`src/design/dfc_pkg.sv`:
```
package dfc_pkg;
  // Frequencies in 0.01 Hz units, times in 0.1 s units
  localparam int FREQ_W = 16;
  localparam logic [7:0] FN_INCH = 8'h06;
  localparam logic [7:0] FN_FREEZE = 8'h53;
  localparam logic [7:0] FN_PERMIT = 8'h54;
  localparam int NUM_TERMS = 5;
  localparam int NUM_BANDS = 3;
  localparam logic [15:0] START_FREQ_MIN = 16'h0001;
  localparam logic [15:0] START_FREQ_MAX = 16'h03E7;
  localparam logic [15:0] INCH_FREQ_MAX = 16'h03E7;
  localparam logic [15:0] HALF_WIDTH_MAX = 16'h03E8;
  localparam logic [15:0] PAUSE_FREQ_MAX = 16'h9C40;
  localparam logic [15:0] PAUSE_TIME_MAX = 16'h0258;
  localparam logic [7:0] SOFT_SEL_MAX = 8'hFA;
  localparam int CLK_HZ = 100000000;
  localparam int SOFT_STEP_US = 4;
  localparam int SOFT_STEP_CYC = SOFT_STEP_US * (CLK_HZ / 1000000);
  localparam int TENTH_S_MS = 100;
  localparam int TENTH_S_CYC = TENTH_S_MS * (CLK_HZ / 1000);
  localparam logic [2:0] INCH_STOP_GRP = 3'h3;
  localparam logic [9:0] VOLT_FULL = 10'h3E8;

  typedef enum logic [1:0] {DFC_STOP_COAST, DFC_STOP_DECEL, DFC_STOP_DCB}
    dfc_stop_t;
  typedef enum logic [2:0] {DFC_IDLE, DFC_RAMP, DFC_APAUSE, DFC_DPAUSE,
    DFC_INCH} dfc_mode_t;

  typedef struct packed {
    logic [15:0] initial_output_freq;
    logic [7:0] soft_voltage_ramp_sel;
    logic [15:0] inch_freq_setting;
    logic [2:0] inch_stop_sel;
    logic [15:0] freq_ceiling;
    logic [15:0] freq_floor;
    logic [15:0] max_output_freq;
    logic [47:0] skip_band_center;
    logic [47:0] skip_band_half_width;
    logic [15:0] accel_pause_freq;
    logic [15:0] accel_pause_time;
    logic [15:0] decel_pause_freq;
    logic [15:0] decel_pause_time;
    logic [39:0] input_terminal_function_sel;
    logic [15:0] ramp_step;
  } dfc_cfg_t;

  typedef struct packed {
    logic [15:0] out_freq;
    logic [9:0] volt_permille;
    logic running;
    logic inch_active;
    logic coast;
    logic dc_brake;
    logic run_rejected;
  } dfc_out_t;
endpackage : dfc_pkg

```
`src/design/dfc_top.sv`:
```
`timescale 1ns/100ps
module dfc_top
#(
  parameter int TENTH_S_CYCLES = dfc_pkg::TENTH_S_CYC,
  parameter int SOFT_STEP_CYCLES = dfc_pkg::SOFT_STEP_CYC
)
(
  input wire logic clk_in,
  input wire logic rst_n_in,
  input wire dfc_pkg::dfc_cfg_t cfg_in,
  input wire logic [4:0] terminal_in,
  input wire logic forward_run_input_in,
  input wire logic reverse_run_input_in,
  input wire logic [15:0] output_freq_setpoint_in,
  input wire logic setpoint_write_in,
  input wire logic [15:0] pid_out_in,
  input wire logic pid_enable_in,
  output dfc_pkg::dfc_out_t status_out,
  output logic [15:0] inch_freq_stored_out
);
  import dfc_pkg::*;

  typedef struct packed {
    logic [1:0] rst_sync;
    logic [4:0] t_meta;
    logic [4:0] t_sync;
    logic [1:0] run_meta;
    logic [1:0] run_sync;
    dfc_mode_t mode;
    logic [15:0] freq;
    logic [15:0] inch_freq;
    logic inch_blocked;
    logic [31:0] timer;
    logic [9:0] volt;
    logic [31:0] vtimer;
    logic apause_done;
    logic dpause_done;
    dfc_out_t outs;
  } dfc_state_t;

  dfc_state_t st_r;
  dfc_state_t st_nxt;
  logic rst_n;

  assign rst_n = st_r.rst_sync[1];

  // True when any terminal selects the given function and is on
  function automatic logic term_on(input logic [39:0] sel,
    input logic [4:0] t, input logic [7:0] fn);
    logic hit;
    hit = 1'b0;
    for (int i = 0; i < NUM_TERMS; i++)
    begin
      if (sel[i*8 +: 8] == fn && t[i])
      begin
        hit = 1'b1;
      end
    end
    return hit;
  endfunction : term_on

  function automatic logic term_assigned(input logic [39:0] sel,
    input logic [7:0] fn);
    logic hit;
    hit = 1'b0;
    for (int i = 0; i < NUM_TERMS; i++)
    begin
      if (sel[i*8 +: 8] == fn)
      begin
        hit = 1'b1;
      end
    end
    return hit;
  endfunction : term_assigned

  // Clamp with zero limits inactive
  function automatic logic [15:0] clamp_f(input logic [15:0] f,
    input logic [15:0] hi, input logic [15:0] lo);
    logic [15:0] r;
    r = f;
    if (hi != 16'h0000 && r > hi)
    begin
      r = hi;
    end
    if (lo != 16'h0000 && r < lo)
    begin
      r = lo;
    end
    return r;
  endfunction : clamp_f

  // Move a steady target out of any enabled skip band
  function automatic logic [15:0] skip_f(input logic [15:0] f,
    input logic [47:0] c, input logic [47:0] w);
    logic [15:0] r;
    logic [16:0] top;
    logic [15:0] hw;
    r = f;
    top = 17'h0_0000;
    hw = 16'h0000;
    for (int i = 0; i < NUM_BANDS; i++)
    begin
      hw = (w[i*16 +: 16] > HALF_WIDTH_MAX) ? HALF_WIDTH_MAX : w[i*16 +: 16];
      top = {1'b0, c[i*16 +: 16]} + {1'b0, hw};
      if (c[i*16 +: 16] != 16'h0000 && r < top[15:0] &&
          {1'b0, r} + {1'b0, hw} > {1'b0, c[i*16 +: 16]})
      begin
        r = (r < c[i*16 +: 16]) ? c[i*16 +: 16] - hw : top[15:0];
      end
    end
    return r;
  endfunction : skip_f

  logic run_cmd;
  logic permit_ok;
  logic inch_on;
  logic freeze_on;
  logic [15:0] floor_eff;
  logic [15:0] start_f;
  logic [15:0] target;
  logic [15:0] step;
  logic [15:0] cmd_src;
  logic [15:0] inch_lim;
  logic [15:0] inch_eff;
  logic [31:0] soft_len;

  always_comb
  begin
    start_f = (cfg_in.initial_output_freq < START_FREQ_MIN) ? START_FREQ_MIN :
      (cfg_in.initial_output_freq > START_FREQ_MAX) ? START_FREQ_MAX :
      cfg_in.initial_output_freq;
    floor_eff = cfg_in.freq_floor;
    if (floor_eff != 16'h0000 && floor_eff < start_f)
    begin
      floor_eff = start_f;
    end
    if (cfg_in.freq_ceiling != 16'h0000 && floor_eff > cfg_in.freq_ceiling)
    begin
      floor_eff = cfg_in.freq_ceiling;
    end
    permit_ok = !term_assigned(cfg_in.input_terminal_function_sel,
      FN_PERMIT) || term_on(cfg_in.input_terminal_function_sel,
      st_r.t_sync, FN_PERMIT);
    run_cmd = (st_r.run_sync != 2'b00) && permit_ok;
    inch_on = term_on(cfg_in.input_terminal_function_sel, st_r.t_sync,
      FN_INCH);
    freeze_on = term_on(cfg_in.input_terminal_function_sel, st_r.t_sync,
      FN_FREEZE);
    cmd_src = pid_enable_in ? pid_out_in : output_freq_setpoint_in;
    target = run_cmd ? skip_f(clamp_f(cmd_src, cfg_in.freq_ceiling,
      floor_eff), cfg_in.skip_band_center, cfg_in.skip_band_half_width)
      : 16'h0000;
    if (target > cfg_in.max_output_freq)
    begin
      target = cfg_in.max_output_freq;
    end
    step = (cfg_in.ramp_step == 16'h0000) ? 16'h0001 : cfg_in.ramp_step;
    inch_lim = output_freq_setpoint_in;
    if (inch_lim < start_f)
    begin
      inch_lim = start_f;
    end
    if (inch_lim > INCH_FREQ_MAX)
    begin
      inch_lim = INCH_FREQ_MAX;
    end
    // Configured inch frequency until a setpoint write in inch mode replaces it
    inch_eff = (st_r.inch_freq != 16'h0000) ? st_r.inch_freq :
      cfg_in.inch_freq_setting;
    if (inch_eff < start_f)
    begin
      inch_eff = start_f;
    end
    if (inch_eff > INCH_FREQ_MAX)
    begin
      inch_eff = INCH_FREQ_MAX;
    end
    soft_len = 32'(SOFT_STEP_CYCLES);
  end

  always_comb
  begin
    st_nxt = st_r;
    st_nxt.rst_sync = {st_r.rst_sync[0], 1'b1};
    st_nxt.t_meta = terminal_in;
    st_nxt.t_sync = st_r.t_meta;
    st_nxt.run_meta = {reverse_run_input_in, forward_run_input_in};
    st_nxt.run_sync = st_r.run_meta;
    st_nxt.outs.run_rejected = (st_r.run_sync != 2'b00) && !permit_ok;
    st_nxt.outs.coast = 1'b0;
    st_nxt.outs.dc_brake = 1'b0;
    if (setpoint_write_in && st_r.mode == DFC_INCH)
    begin
      st_nxt.inch_freq = inch_lim;
    end
    if (st_r.run_sync == 2'b00)
    begin
      st_nxt.inch_blocked = 1'b0;
    end
    else if (!inch_on && cfg_in.inch_stop_sel < INCH_STOP_GRP &&
      st_r.mode != DFC_INCH)
    begin
      st_nxt.inch_blocked = 1'b1;
    end
    if (st_r.timer != 32'h0000_0000)
    begin
      st_nxt.timer = st_r.timer - 32'h0000_0001;
    end
    unique case (st_r.mode)
      DFC_IDLE, DFC_RAMP:
      begin
        if (inch_on && run_cmd && (cfg_in.inch_stop_sel >= INCH_STOP_GRP ||
          (!st_r.inch_blocked && st_r.freq == 16'h0000)))
        begin
          st_nxt.mode = DFC_INCH;
          st_nxt.freq = inch_eff;
        end
        else if (freeze_on)
        begin
          st_nxt.freq = st_r.freq;
        end
        else if (run_cmd && st_r.freq == 16'h0000)
        begin
          st_nxt.mode = DFC_RAMP;
          st_nxt.freq = start_f;
          st_nxt.volt = (cfg_in.soft_voltage_ramp_sel == 8'h00) ?
            VOLT_FULL : 10'h000;
          st_nxt.vtimer = 32'h0000_0000;
          st_nxt.apause_done = 1'b0;
          st_nxt.dpause_done = 1'b0;
        end
        else if (st_r.freq < target)
        begin
          // Continuous sweep through skip bands
          st_nxt.freq = (target - st_r.freq > step) ? st_r.freq + step
            : target;
          if (!st_r.apause_done && cfg_in.accel_pause_freq != 16'h0000 &&
            cfg_in.accel_pause_freq <= PAUSE_FREQ_MAX &&
            st_r.freq < cfg_in.accel_pause_freq &&
            st_nxt.freq >= cfg_in.accel_pause_freq)
          begin
            st_nxt.freq = cfg_in.accel_pause_freq;
            st_nxt.mode = DFC_APAUSE;
            st_nxt.apause_done = 1'b1;
            st_nxt.timer = 32'(((cfg_in.accel_pause_time > PAUSE_TIME_MAX) ?
              PAUSE_TIME_MAX : cfg_in.accel_pause_time) * TENTH_S_CYCLES);
          end
        end
        else if (st_r.freq > target)
        begin
          st_nxt.freq = (st_r.freq - target > step) ? st_r.freq - step
            : target;
          if (target == 16'h0000 && st_nxt.freq < start_f)
          begin
            st_nxt.freq = 16'h0000;
          end
          if (!st_r.dpause_done && cfg_in.decel_pause_freq != 16'h0000 &&
            st_r.freq > cfg_in.decel_pause_freq &&
            st_nxt.freq <= cfg_in.decel_pause_freq)
          begin
            st_nxt.freq = cfg_in.decel_pause_freq;
            st_nxt.mode = DFC_DPAUSE;
            st_nxt.dpause_done = 1'b1;
            st_nxt.timer = 32'(((cfg_in.decel_pause_time > PAUSE_TIME_MAX) ?
              PAUSE_TIME_MAX : cfg_in.decel_pause_time) * TENTH_S_CYCLES);
          end
        end
        else if (st_r.freq == 16'h0000)
        begin
          st_nxt.mode = DFC_IDLE;
        end
        if (st_r.freq == target)
        begin
          st_nxt.apause_done = 1'b0;
          st_nxt.dpause_done = 1'b0;
        end
      end
      DFC_APAUSE, DFC_DPAUSE:
      begin
        if (st_r.timer <= 32'h0000_0001)
        begin
          st_nxt.mode = DFC_RAMP;
        end
      end
      DFC_INCH:
      begin
        st_nxt.freq = setpoint_write_in ? inch_lim : inch_eff;
        if (!inch_on || !run_cmd)
        begin
          st_nxt.mode = DFC_IDLE;
          st_nxt.freq = 16'h0000;
          if (run_cmd || cfg_in.inch_stop_sel == 3'h0 ||
            cfg_in.inch_stop_sel == INCH_STOP_GRP)
          begin
            st_nxt.outs.coast = 1'b1;
          end
          else if (cfg_in.inch_stop_sel == 3'h2 ||
            cfg_in.inch_stop_sel == 3'h5)
          begin
            st_nxt.outs.dc_brake = 1'b1;
          end
          else
          begin
            st_nxt.mode = DFC_RAMP;
            st_nxt.freq = st_r.freq;
          end
        end
      end
      default:
      begin
        st_nxt.mode = DFC_IDLE;
      end
    endcase
    // Voltage soft start
    if (cfg_in.soft_voltage_ramp_sel == 8'h00)
    begin
      st_nxt.volt = VOLT_FULL;
    end
    else if (st_nxt.volt < VOLT_FULL)
    begin
      if (st_nxt.vtimer + 32'h0000_0001 >=
        soft_len * 32'(cfg_in.soft_voltage_ramp_sel))
      begin
        st_nxt.vtimer = 32'h0000_0000;
        st_nxt.volt = st_nxt.volt + 10'h001;
      end
      else
      begin
        st_nxt.vtimer = st_nxt.vtimer + 32'h0000_0001;
      end
    end
    if (st_nxt.freq == 16'h0000)
    begin
      st_nxt.volt = 10'h000;
    end
    st_nxt.outs.out_freq = st_nxt.freq;
    st_nxt.outs.volt_permille = st_nxt.volt;
    st_nxt.outs.running = st_nxt.freq != 16'h0000;
    st_nxt.outs.inch_active = st_nxt.mode == DFC_INCH;
  end

  always_ff @(posedge clk_in or negedge rst_n_in)
  begin
    if (!rst_n_in)
    begin
      st_r <= '0;
    end
    else if (!rst_n)
    begin
      st_r <= '0;
      st_r.rst_sync <= {st_r.rst_sync[0], 1'b1};
    end
    else
    begin
      st_r <= st_nxt;
    end
  end

  assign inch_freq_stored_out = st_r.inch_freq;
  assign status_out = st_r.outs;
endmodule : dfc_top

```
`config.mk`:
```
export PLATFORM = sky130hd
export DESIGN_NAME = dfc_top
export DESIGN_NICKNAME = d
export VERILOG_FILES = /design/src/design/dfc_pkg.sv /design/src/design/dfc_top.sv
export SDC_FILE = /design/constraint.sdc
export NUM_CORES = 2
export LEC_CHECK = 0
export BUFFER_PORTS_ARGS = -buffer_cell sky130_fd_sc_hd__buf_2
export CORE_MARGIN = 2
export CORE_UTILIZATION = 45
export DETAILED_ROUTE_END_ITERATION = 10
export GPL_TIMING_DRIVEN = 0
export MAX_ROUTING_LAYER = met4
export PLACE_DENSITY = 0.61
export SYNTH_ARGS = -nofsm -noshare
export SYNTH_HDL_FRONTEND = slang
export SYNTH_SLANG_ARGS = --single-unit
```
`constraint.sdc`:
```
create_clock -name clk_in -period 17.23 [get_ports clk_in]
set_clock_uncertainty 0.15 [all_clocks]
set_input_delay 2.5845 -clock clk_in [delete_from_list [all_inputs] [get_ports clk_in]]
set_output_delay 2.5845 -clock clk_in [all_outputs]
set_load 0.005 [all_outputs]
```
=== Word-level counts from Yosys, hierarchy flattened ===
Cells that the tools add are included.
Widths: inputs -> output; s select.

* Muxes and demuxes: 105
* Multipliers: 3
* Equality and inequality tests: 35
* Order comparisons: 40
* Reduce and logical (&&, ||, !) cells: 79
* Add/subtract/negate cells: 16

{| class="wikitable"
|+ Operator list
! kind !! number
|-
| $mux 16 || 39
|-
| $mux 32 || 8
|-
| $mux 76 || 3
|-
| $lt 16x16->1 || 13
|-
| $reduce_bool 16->1 || 10
|-
| $mux 157 || 1
|-
| $mux 19 || 7
|-
| $gt 16x10->1 const B || 8
|-
| $gt 16x16->1 || 7
|-
| $sub 16x16->16 || 6
|-
| $mux 42 || 2
|-
| $eq 8x7->1 const B || 10
|-
| $add 16x16->16 || 4
|-
| $logic_not 16->1 || 4
|-
| $add 16x16->17 || 3
|-
| $gt 17x16->1 || 3
|-
| $mul 16x17->25 const B || 2
|-
| $logic_and 1x1->1 || 42
|-
| $eq 8x3->1 const B || 5
|-
| $mux 10 || 4
|-
| $add 32x1->32 const B || 1
|-
| $ge 32x17->1 || 1
|-
| $le 32x1->1 const B || 1
|-
| $pmux 16 s2 || 1
|-
| other kinds (35) || 93
|}

* Word-level logic and storage cells: 299
* Output and inout bits: 47
* Flip-flop bits (word level): 159
* Input bits: 350

=== Longest topological paths before layout ===
* Depth in word-level cells: 56
* Gate-level depth with buffers: 193
* Depth with buffers taken out: 176

=== Least setup slack after synthesis ===
Ideal clock, no wire load.

* Path kind: in2reg
* Start: input port cfg_in[305] (netlist bit)
* End: register st_r, in the netlist status_out[12]
* Path slack: -19.151 ns
* Data required time: 16.986 ns
* Stages on the path: 184
* Arrival time: 36.137 ns
* Setup time: 0.094 ns
* Buffers on the path: 16
* Cell sequence: or4_4 -> or3_4 -> or2_2 -> nor2_1 -> ha_1 -> nand3_1 -> nand2_1 -> a211o_1 -> a21oi_1 -> nand2_1 -> clkbuf_1 -> clkbuf_1 -> nand2_1 -> o21ai_0 -> ha_1 -> nand4_1 -> a211oi_1 -> o31ai_1 -> (+148 left out) -> a21oi_1 -> nor2b_1 -> o21ai_0 -> nand2b_1 -> a21oi_1 -> a32o_1 -> o2111ai_1 -> and2_1 -> clkbuf_1 -> or4_1 -> o32ai_1 -> nor3_1 -> a211oi_1 -> o221ai_1 -> o21a_1 -> and4_1 -> buf_6 -> a211oi_1

* Cells in the longest elaborated chain, start to end: 51
* Elaborated cells between the ends (all ways): 84
* Those cells by class: 5 x add/sub; 26 x order compare; 38 x mux; 15 x reduce/logical

{| class="wikitable"
|+ Ends and longest elaborated chain
! what !! RTL line !! source
|-
| start, declared || dfc_top.sv:10 || <nowiki>input wire dfc_pkg::dfc_cfg_t cfg_in,</nowiki>
|-
| $gt 16x10->1 || dfc_top.sv:130 || <nowiki>(cfg_in.initial_output_freq > START_FREQ_MAX) ? START_FREQ_MAX :</nowiki>
|-
| $mux 16 || dfc_top.sv:130 ||
|-
| $mux 16 (*) || dfc_top.sv:129 || <nowiki>start_f = (cfg_in.initial_output_freq < START_FREQ_MIN) ? START_FREQ_MIN :</nowiki>
|-
| $lt 16x16->1 || dfc_top.sv:133 || <nowiki>if (floor_eff != 16'h0000 && floor_eff < start_f)</nowiki>
|-
| $logic_and 1x1->1 || dfc_top.sv:133 ||
|-
| $mux 16 || dfc_top.sv:133 ||
|-
| $gt 16x16->1 || dfc_top.sv:137 || <nowiki>if (cfg_in.freq_ceiling != 16'h0000 && floor_eff > cfg_in.freq_ceiling)</nowiki>
|-
| $logic_and 1x1->1 || dfc_top.sv:137 ||
|-
| (+35 left out) || -- ||
|-
| $mux 19 || dfc_top.sv:232 || <nowiki>else if (st_r.freq < target)</nowiki>
|-
| $mux 19 || dfc_top.sv:222 || <nowiki>else if (run_cmd && st_r.freq == 16'h0000)</nowiki>
|-
| $mux 16 || dfc_top.sv:218 || <nowiki>else if (freeze_on)</nowiki>
|-
| $mux 19 || dfc_top.sv:212 || <nowiki>if (inch_on && run_cmd && (cfg_in.inch_stop_sel >= INCH_STOP_GRP ||</nowiki>
|-
| $pmux 16 s2 (*) || dfc_top.sv:209 || <nowiki>unique case (st_r.mode)</nowiki>
|-
| $logic_not 16->1 (*) || dfc_top.sv:332 || <nowiki>if (st_nxt.freq == 16'h0000)</nowiki>
|-
| $mux 10 (*) || dfc_top.sv:332 ||
|-
| $mux 157 (*) || dfc_top.sv:348 || <nowiki>else if (!rst_n)</nowiki>
|-
| end signal, assigned || dfc_top.sv:355 || <nowiki>st_r <= st_nxt;</nowiki>
|-
| end, declared || dfc_top.sv:41 || <nowiki>dfc_state_t st_r;</nowiki>
|}

Every way passes the cells marked *; elsewhere a longest branch is shown, timed or not. The select of a mux whose other input is x is not followed.
A chain may end at the register's enable or synchronous reset.

=== Final worst setup path ===
* Start: input port cfg_in[305] (netlist bit)
* End: register st_r, in the netlist status_out[10]

Same word-level chain as after synthesis.

==> results.sh <==
export IMPL_synth_main_ff_cell="dfrtp_1"
export IMPL_grt_max_degree=87
export IMPL_setup_viol=63
export IMPL_pin_count=397
export IMPL_drt_iter0_drc=3597
export IMPL_crit_type="in2reg"
export IMPL_post_route_cells_drive_above_1_share_pct=20.28
export IMPL_dpl_cell_area_sq_um=44150
export IMPL_required_ps=17360
export IMPL_critical_path_max_fanout=8
export IMPL_hold_viol_final=0
export IMPL_rsz0062_at_grt="yes"
export IMPL_status="finished, violations left"
export IMPL_dp_hpwl_mm=124.7
export IMPL_die_x_microns=299.9
export IMPL_final_nets=7193
export IMPL_via_count=41106
export IMPL_wl_per_cell_microns=21.40
export IMPL_numCtsBuffers=17
export IMPL_antenna_found_initial=29
export IMPL_setup_ws_ps=-17340
export IMPL_avgSynthCellArea_sq_um=7.689
export IMPL_drc_errors=0
export IMPL_hold_depth=0
export IMPL_grt_pass1_wl_mm=228.3
export IMPL_rows=108
export IMPL_reg2reg_depth=75
export IMPL_first_global_vias=38929
export IMPL_gp_congestion=1.026
export IMPL_critPathBufInv=23
export IMPL_holdCritStartpoint="st_nxt[158]"
export IMPL_cap_violations=1
export IMPL_cp_slowest_stage_delay_ps=610
export IMPL_worstPathArrival_ps=34700
export IMPL_die_area_sq_um=89920
export IMPL_portBuffers=394
export IMPL_clock_path_buffers=2
export IMPL_violations="capacitance limit, slew limit, setup timing"
export IMPL_grt_usage_pct=33.42
export IMPL_synth_edf_count=0
export IMPL_fin_area_sq_um=48740
export IMPL_relSlewSlack_pct=-3.782
export IMPL_clock_latency_ps=440
export IMPL_slew_violations=4
export IMPL_fin_crit_sh_pct=200.6
export IMPL_synth_area_sq_um=39390
export IMPL_overflow=0
export IMPL_core_area_sq_um=86750
export IMPL_ys_seq_elements=133
export IMPL_first_pass_iters=8
export IMPL_hold_path_end="rst_n"
export IMPL_endpoint_kind="register"
export IMPL_slowest_stage="or4b_4"
export IMPL_r2r_end="status_out[10]"
export IMPL_start_util_pct=45.41
export IMPL_r2r_slack_ps=330
export IMPL_ys_async_sr_fraction_pct=100.0
export IMPL_ys_warnings_count=0
export IMPL_period_minus_slack_ps=34570
export IMPL_timing_rr_start="st_r[148]"
export IMPL_syn_to_final_growth_pct=23.72
export IMPL_viasPerCell=5.803
export IMPL_ant_nets=0
export IMPL_path_delay_family="compound AO/OA/AOI/OAI gates"
export IMPL_htree_levels=4
export IMPL_synth_seq_area_share_pct=8.449
export IMPL_clk_pin_slew_worst_paths_ps=60
export IMPL_cp_start_kind="input pin"
export IMPL_syn_inst=5123
export IMPL_wl_mm=151.6
export IMPL_yosys_cell_types_count=107
export IMPL_holdCritPathClass="reg2reg"
export IMPL_fmax_ghz=0.02893
export IMPL_nFillCells=8387
export IMPL_cts_tree="done"
export IMPL_tightest_slew_ps=1517
export IMPL_die_height_microns=299.9
export IMPL_crit_top_cell="a21oi_2"
export IMPL_cts_sinks=133
export IMPL_timing_hold_ws_ps=202.9
export IMPL_clockRootBuffer="clkbuf_16"
==> cell families after synthesis <==
logic type,Yosys count,share of synthesized area [%]
compound gates,1364,22.80
xor+xnor,254,5.647
fa+ha+maj,958,33.06
buf+inv,823,8.376
flops,133,8.449
mux,92,2.430
other cells,2,0.01906
simple gates,1497,19.22
==> registers in the layout, indices dropped and copies added, names as in the netlist <==
name	count
status_out	15
st_nxt	8
st_r	93
rst_n	1
inch_freq_stored_out	16
==> final cells by class <==
cell class | instances | area [sq um] | share of cell area [%]
diodes | 30 | 75.07 | 0.1540
multi-input cells | 4296 | 35780 | 73.41
well taps | 1155 | 1445 | 2.965
clock buffers | 17 | 425.4 | 0.8729
plain buffers | 210 | 1389 | 2.850
flip-flops and latches | 133 | 3328 | 6.829
repair buffers | 621 | 3822 | 7.843
clock inverters | 15 | 191.4 | 0.3928
inverters | 606 | 2282 | 4.683
==> synthesized netlist by cell type (all sizes together) (14+ instances only) <==
cell     number  area share, %
nor4         79            1.3
nor2b        58           0.92
o211ai       56            1.1
nor2        392            3.8
a21boi       28           0.53
nand4        78            1.3
a21o        135            2.6
clkbuf      148            1.4
a221oi       17           0.38
o21a         37           0.71
ha          820             26
o211a        15           0.38
xor2         79            1.8
a21oi       405            5.2
nand3        94            1.2
nor3        132            1.7
o31ai        30           0.57
nand2b       72            1.1
mux2         29           0.83
mux2i        63            1.6
a31oi        35           0.56
and3         57           0.91
o2111ai      22           0.49
or3          43           0.71
o22ai        19           0.30
or4          16           0.31
nand2       302            2.9
a211oi       63            1.2
or2          42           0.67
dfrtp       133            8.4
a311oi       14           0.33
fa          138            7.0
a2111oi      16           0.45
a22oi        16           0.30
xnor2       175            3.9
inv         603            5.7
o21bai       57            1.1
o21ai       266            3.4
and2         68            1.1
buf          69            1.2
==> placed cells by master (no fill, tap or decap), types with 54 or more instances in the layout <==
cell	n
and3_1	54
a21o_1	134
nand4_1	77
nand3_1	86
nor4_1	71
xnor2_1	172
o21ai_0	209
nor2_1	366
nand2_1	281
buf_4	251
and2_1	58
o21bai_1	57
conb_1	130
nand2b_1	71
fa_1	136
buf_2	396
nor3_1	109
ha_1	783
a21oi_1	343
dfrtp_1	133
xor2_1	79
inv_1	595
o211ai_1	54
clkbuf_1	112
==> layer usage <==
layer	share of wire (%)	up-vias	global-route usage [%]
met5	0	-	-
met4	2.6	0	8.155
met3	8.5	214	5.347
met2	44	1631	51.39
met1	45	19501	45.72
li1	-	19760	-
==> how the worst max path moves through the flow <==
stage               slack [ps]             end   startpoint  cells after the start
global route            -18620  status_out[14]  cfg_in[305]                    188
detailed placement      -22910  status_out[11]  cfg_in[303]                    175
floorplan               -14800  status_out[12]  cfg_in[303]                    182
CTS                     -16920  status_out[13]  cfg_in[305]                    186
finish                  -17340  status_out[10]  cfg_in[305]                    179
global placement        -23060  status_out[13]  cfg_in[303]                    172
==> what timing repair did <==
item,4_1_cts,5_1_grt
cloned,6,1
hold buffers,0,0
buffers inserted,161,60
gates resized for setup,283,156
endpoints found under the setup margin,63,63
pin swaps,187,184
==> stage by stage <==
stage / worst slack (ps) / std cells / util [%] / TNS (ps)
floorplan: -14800 / 5251 / - / -885120
global placement: -23060 / 6800 / 50.84 / -1388180
detailed placement: -22910 / 6801 / 50.89 / -1379480
CTS: -16920 / 6994 / 54.67 / -1026980
global route: -18620 / 7078 / 56.16 / -1129490
finish: -17340 / 7083 / 56.18 / -1050540
Power is left out: the tool's default activity adds up to more than one toggle a clock period on the data nets, which glitch-free logic cannot reach.
